**config.mk**
```make
export PLATFORM = sky130hd
export DESIGN_NAME = tcid_top
export DESIGN_NICKNAME = d
export VERILOG_FILES = /design/src/tcid_pkg.sv /design/src/tcid_top.sv
export VERILOG_INCLUDE_DIRS = /design/src
export SDC_FILE = /design/constraint.sdc
export NUM_CORES = 1
export LEC_CHECK = 0
export BUFFER_PORTS_ARGS = -buffer_cell sky130_fd_sc_hd__buf_2
export CAP_MARGIN = 30
export CELL_PAD_IN_SITES_DETAIL_PLACEMENT = 1
export CELL_PAD_IN_SITES_GLOBAL_PLACEMENT = 1
export CORE_MARGIN = 5
export CORE_UTILIZATION = 21
export CTS_CLUSTER_DIAMETER = 40
export DETAILED_ROUTE_END_ITERATION = 8
export HOLD_SLACK_MARGIN = 0.12
export PLACE_DENSITY = 0.82
export SYNTH_ARGS = -nofsm -noshare
export SYNTH_HDL_FRONTEND = slang
export SYNTH_SLANG_ARGS = --single-unit
```
**constraint.sdc**
```tcl
create_clock -name i_ref_clk -period 0.8 [get_ports i_ref_clk]
set_clock_uncertainty 0.1 [all_clocks]
set_input_delay 0.04 -clock i_ref_clk [delete_from_list [all_inputs] [get_ports i_ref_clk]]
set_output_delay 0.04 -clock i_ref_clk [all_outputs]
set_load 0.01 [all_outputs]
```
**src/tcid_cfg.svh**
```systemverilog
`ifndef TCID_CFG_SVH
`define TCID_CFG_SVH

// system register selector encodings {op0, op1, crn, crm, op2}
`define TCID_SEL_W 16
`define TCID_SEL_ID_TEN 16'h8816
`define TCID_SEL_ID_ELEVEN 16'h881e
`define TCID_SEL_ID_TWELVE 16'h8826
`define TCID_SEL_ID_THIRTEEN 16'h882e
`define TCID_SEL_ID_MAIN 16'h8847

// main id register field positions
`define TCID_TRANS_KIND_BIT 30
`define TCID_COMMIT_OPT_BIT 29
`define TCID_TS_SIZE_LSB 24
`define TCID_Q_ELEM_LSB 14
`define TCID_EVT_CNT_LSB 10
`define TCID_RET_STACK_BIT 9
`define TCID_CYC_CNT_BIT 7
`define TCID_COND_TRACE_BIT 6
`define TCID_DATA_P0_LSB 1
`define TCID_BRANCH_BC_BIT 5
`define TCID_FIXED_ONE_BIT 0

// field values
`define TCID_TS_SIZE_64 5'h08
`define TCID_EVT_CNT_FOUR 2'h3
`define TCID_ZERO_REG 64'h0
`define TCID_EXC_CLASS 6'h18

`endif

```
**src/tcid_pkg.sv**
```systemverilog
package tcid_pkg;
  typedef enum logic [1:0] {
    TCID_EL0,
    TCID_EL1,
    TCID_EL2,
    TCID_EL3
  } tcid_el_t;

  typedef enum logic [1:0] {
    TCID_RES_DATA,
    TCID_RES_UNDEF,
    TCID_RES_TRAP
  } tcid_res_t;
endpackage : tcid_pkg

```
**src/tcid_top.sv**
```systemverilog
// Behaviour
// - reads at user level are undefined and return no value
// - at level 1 the level-1 trace trap goes to level 1, class 0x18, first
// - at level 1, EL2 on and level-2 trace trap set: trap to level 2
// - at level 1, EL2 on, fine trap enabled, id read trap bit: level 2
// - levels 1 to 3, nothing earlier, level-3 trace trap set: level 3
// - at level 2 the level-2 trace trap is checked first; no fine trap
// - id registers ten to thirteen read as zero, also after reset
// - main id transaction-start bit reads zero
// - main id commit-option bit reads one
// - main id timestamp size reports 64-bit global timestamps
// - main id q-element support and filter fields read zero
// - main id event count reads binary 11, four events
// - main id return-stack bit reads one
// - main id cycle-counting bit reads one
// - main id conditional, data trace and load/store p0 fields read zero
// - main id branch-broadcast bit reads one
`timescale 1ns/10ps
`include "tcid_cfg.svh"

module tcid_top
  import tcid_pkg::*;
(
  input wire logic i_ref_clk,
  input wire logic i_rst_n,
  input wire logic i_rd_req,
  input wire logic [`TCID_SEL_W-1:0] i_rd_sel,
  input wire logic [1:0] i_current_exception_level,
  input wire logic i_el2_enabled,
  input wire logic i_l1_trace_access_trap_bit,
  input wire logic i_l2_trace_access_trap_bit,
  input wire logic i_l3_trace_access_trap_bit,
  input wire logic i_fine_grain_trap_enable,
  input wire logic i_trace_id_read_trap_bit,
  output logic o_rd_done,
  output logic o_rd_hit,
  output logic [63:0] o_rd_data,
  output logic o_undef,
  output logic o_trap,
  output logic [1:0] o_trap_level,
  output logic [5:0] o_trap_class
);

  // ---------------------------------------------
  // register contents
  // ---------------------------------------------
  logic [63:0] main_id;
  always_comb begin
    main_id = `TCID_ZERO_REG;
    main_id[`TCID_TRANS_KIND_BIT] = 1'b0;
    main_id[`TCID_COMMIT_OPT_BIT] = 1'b1;
    main_id[`TCID_TS_SIZE_LSB +: 5] = `TCID_TS_SIZE_64;
    main_id[`TCID_Q_ELEM_LSB +: 3] = 3'h0;
    main_id[`TCID_EVT_CNT_LSB +: 2] = `TCID_EVT_CNT_FOUR;
    main_id[`TCID_RET_STACK_BIT] = 1'b1;
    main_id[`TCID_CYC_CNT_BIT] = 1'b1;
    main_id[`TCID_COND_TRACE_BIT] = 1'b0;
    main_id[`TCID_DATA_P0_LSB +: 4] = 4'h0;
    main_id[`TCID_BRANCH_BC_BIT] = 1'b1;
    main_id[`TCID_FIXED_ONE_BIT] = 1'b1;
  end

  logic hit;
  logic [63:0] sel_data;
  always_comb begin
    hit = 1'b1;
    sel_data = `TCID_ZERO_REG;
    unique case (i_rd_sel)
      `TCID_SEL_ID_TEN,
      `TCID_SEL_ID_ELEVEN,
      `TCID_SEL_ID_TWELVE,
      `TCID_SEL_ID_THIRTEEN: sel_data = `TCID_ZERO_REG;
      `TCID_SEL_ID_MAIN: sel_data = main_id;
      default: hit = 1'b0;
    endcase
  end

  // ---------------------------------------------
  // access check
  // ---------------------------------------------
  // priority chain mirrors the architectural check order
  tcid_el_t el;
  tcid_res_t res;
  logic [1:0] tgt;
  assign el = tcid_el_t'(i_current_exception_level);
  always_comb begin
    res = TCID_RES_DATA;
    tgt = 2'h0;
    unique case (el)
      TCID_EL0: res = TCID_RES_UNDEF;
      TCID_EL1: begin
        if (i_l1_trace_access_trap_bit) begin
          res = TCID_RES_TRAP;
          tgt = 2'h1;
        end else if (i_el2_enabled && i_l2_trace_access_trap_bit) begin
          res = TCID_RES_TRAP;
          tgt = 2'h2;
        end else if (i_el2_enabled && i_fine_grain_trap_enable &&
                     i_trace_id_read_trap_bit) begin
          res = TCID_RES_TRAP;
          tgt = 2'h2;
        end else if (i_l3_trace_access_trap_bit) begin
          res = TCID_RES_TRAP;
          tgt = 2'h3;
        end
      end
      TCID_EL2: begin
        // fine-grained trap deliberately not looked at here
        if (i_l2_trace_access_trap_bit) begin
          res = TCID_RES_TRAP;
          tgt = 2'h2;
        end else if (i_l3_trace_access_trap_bit) begin
          res = TCID_RES_TRAP;
          tgt = 2'h3;
        end
      end
      TCID_EL3: begin
        if (i_l3_trace_access_trap_bit) begin
          res = TCID_RES_TRAP;
          tgt = 2'h3;
        end
      end
    endcase
  end

  // ---------------------------------------------
  // answer registers
  // ---------------------------------------------
  always_ff @(posedge i_ref_clk or negedge i_rst_n) begin
    if (!i_rst_n) begin
      o_rd_done <= 1'b0;
      o_rd_hit <= 1'b0;
    end else begin
      o_rd_done <= i_rd_req;
      o_rd_hit <= i_rd_req && hit;
    end
  end

  always_ff @(posedge i_ref_clk or negedge i_rst_n) begin
    if (!i_rst_n) begin
      o_rd_data <= `TCID_ZERO_REG;
    end else if (i_rd_req && res == TCID_RES_DATA) begin
      o_rd_data <= sel_data;
    end else begin
      // nothing leaks out on refused reads
      o_rd_data <= `TCID_ZERO_REG;
    end
  end

  always_ff @(posedge i_ref_clk or negedge i_rst_n) begin
    if (!i_rst_n) begin
      o_undef <= 1'b0;
      o_trap <= 1'b0;
      o_trap_level <= 2'h0;
      o_trap_class <= 6'h0;
    end else begin
      o_undef <= i_rd_req && res == TCID_RES_UNDEF;
      o_trap <= i_rd_req && res == TCID_RES_TRAP;
      o_trap_level <= (i_rd_req && res == TCID_RES_TRAP) ? tgt : 2'h0;
      o_trap_class <= (i_rd_req && res == TCID_RES_TRAP) ?
                      `TCID_EXC_CLASS : 6'h0;
    end
  end
endmodule : tcid_top

```
==> results.txt <==
final setup margin = -0.146 ns
Row Count = 24
most frequent cells in the layout = conb_1, buf_2, dfrtp_1, buf_4
Worst Path Max Fanout = 8
Worst EP required = 0.66 ns
Synth Area in Adders = 0
Slew Limit Fails = 0
Simple-Gate Fraction of Synth Area = 0.125
Final setup viols = 16
slowest stage cell, crit path = dfrtp_2
first-pass GRT wire length = 2.50 mm
final net count = 179
CP endpoint kind = output pin
routed wire length = 2.02 mm
Via Count = 658
most common cell after layout, fill and taps aside = conb_1
distinct cell type count after synthesis = 24
RSZ-0062 raised after global routing = true
RD Place Congestion = 0.785
Yosys top cell by area = buf_4
hold buffers post-CTS = 1
H-tree Lvls = 1
Worst path top cell family by delay = flip-flops
Initial Util = 0.212
pwr/cell area = 1180 nW/um2
io pins = 103
vias per inst = 3.24
Synth Area per Inst = 8.43 um2
Syn Inst Count = 108
Synth top area share = 0.569
Setup crit end = o_rd_data[7]
placed cells = 198
Worst Setup SP = o_rd_data[27]
initial antenna violation count = 0
drt pass-1 iters = 4
Layout area overhead = 13.3%
Max Root-Sink Buffers = 2
CP Launch Type = register
compound-cell area share of the yosys netlist = 0.0879
crit path cell chain = buf_2
CTS Sinks = 7
top cells by area, synth = buf_4, dfrtp_1, nor4b_2
max-cap violation count = 0
drt drc = 0
Tcrit/Tclk final = 1.18
XOR/XNOR Fraction of Synth Area = 0.00962
fin cells = 203
n_diodes = 0
routed wire length per instance = 9.93 um
vias in the first global route = 582
Final Hold Slack = -0.0678 ns
post-synthesis mux area share = 0
Tmin final = 0.946 ns
Total GRT Usage = 0.0559
crit-path max cell delay = 0.43 ns
largest net degree at the start of global routing = 9
TritonCTS clock tree = yes
status = finished, violations left
VDD IR-drop max = 0.000325 V
post-route cell area = 1030 um2
fillcell total = 563
synthesis-stage register bit count = 7
top_reg_cell synth = dfrtp_1
Synth warnings = 0
Die H = 75.9 um
dominant combinational cell family by area after synthesis = buffers and inverters
DR iter-0 viols = 9
Setup Crit Path Kind = register to output pin
Buf+Inv Stages, Crit Path = 1
Port-buffer cells = 42
post-synthesis sequential area ratio = 0.192
antenna-violating nets left = 0
detailed placement HPWL = 1.87 mm
Setup Buffers After CTS = 0
DP Area = 935 um2
WP data arrival = 0.81 ns
Syn Std Cell Area = 911 um2
die width = 75.9 um
number of synthesized flops with an enable pin = 0
core area = 4290 um2
final hold vios = 2
Worst Hold Class = input pin to register
Die Area = 5750 um2
final core utilization = 0.240
Worst-path clk slew = 0.04 ns
failing checks = negative hold slack, negative setup slack
Max Fclk = 1.06 GHz
Leak Pwr = 0.613 nW
fraction of layout cells with a size suffix above 1 = 0.384
Critical Path Stages = 1
async set-reset flop share out of synthesis = 1.00
aggregate global routing overflow = 0
TritonCTS Buffers = 3
Root Buffer = clkbuf_8
==> cells in the mapped netlist (2+ instances only) <==
master / instances
dfrtp_1: 7
nand2b_1: 2
a21oi_2: 2
a21oi_1: 3
nor3_1: 2
inv_1: 3
o21a_1: 2
buf_4: 69
nor4b_2: 2
nand2_1: 2
==> logic make-up (layout without fill, tap and decap cells) <==
group,count (synthesis),after routing
buffers and inverters,72,56
other,1,60
and+or+nand+nor,16,16
DFF,7,7
xor gates and xnor gates,1,1
AOI/OAI and AO/OA,11,11
==> timing repair <==
item                                    4_1_cts  5_1_grt
endpoints found under the hold margin        14       14
endpoints found under the setup margin       16       18
pin swaps                                     0        1
gates resized for setup                       1        6
==> metal layers <==
metal | up-vias | GRT usage | part of all wire
li1 | 304 | - | -
met1 | 297 | 0.0678 | 0.30
met2 | 55 | 0.0941 | 0.53
met3 | 2 | 0.00923 | 0.16
met4 | 0 | 0.0291 | 0.0069
met5 | - | 0 | 0
==> worst min-delay path by stage <==
stage                                 startpoint       endpoint  depth (start not counted)
global route        i_current_exception_level[0]        o_undef                          2
detailed placement                       i_rst_n      o_rd_done                          1
CTS                 i_current_exception_level[0]        o_undef                          2
finish              i_current_exception_level[0]        o_undef                          2
floorplan                                i_rst_n  o_rd_data[27]                          0
global placement                         i_rst_n      o_rd_done                          1
==> registers in the layout, summed over array words and instances, names as in the netlist <==
register and count:
o_rd_data 1, o_rd_done 1, o_rd_hit 1, o_trap_class 1
o_trap_level 2, o_undef 1
==> final cells by class <==
cell class / count / area, um2 / share of cell area
Sequential cell: 7 / 176 / 0.171
Clock buffer: 4 / 45.0 / 0.0436
Multi-Input combinational cell: 88 / 457 / 0.442
Timing Repair Buffer: 49 / 278 / 0.269
Tap cell: 52 / 65.1 / 0.0630
Inverter: 3 / 11.3 / 0.0109
==> through the flow <==
step / total power, mW / TNS, ns / setup slack [ns] / hold WS (ns)
final: 1.22 / -1.61 / -0.146 / -0.0678
after global routing: 1.30 / -2.05 / -0.178 / -0.0593
after CTS: 1.20 / -1.80 / -0.161 / -0.0701
after detailed placement: 0.718 / -0.795 / -0.196 / -0.225
after global placement: 0.712 / -0.694 / -0.156 / -0.224
after floorplan: 0.801 / 0 / 0.00342 / -0.356
==> power breakdown <==
group          total [mW]  switching [mW]  leakage, nW  internal [mW]
clock network       0.475           0.132       0.0228          0.343
registers           0.376         0.00582       0.0907          0.370
logic               0.370           0.239        0.499          0.131
Note: power is estimated with default switching activity, not from simulation.
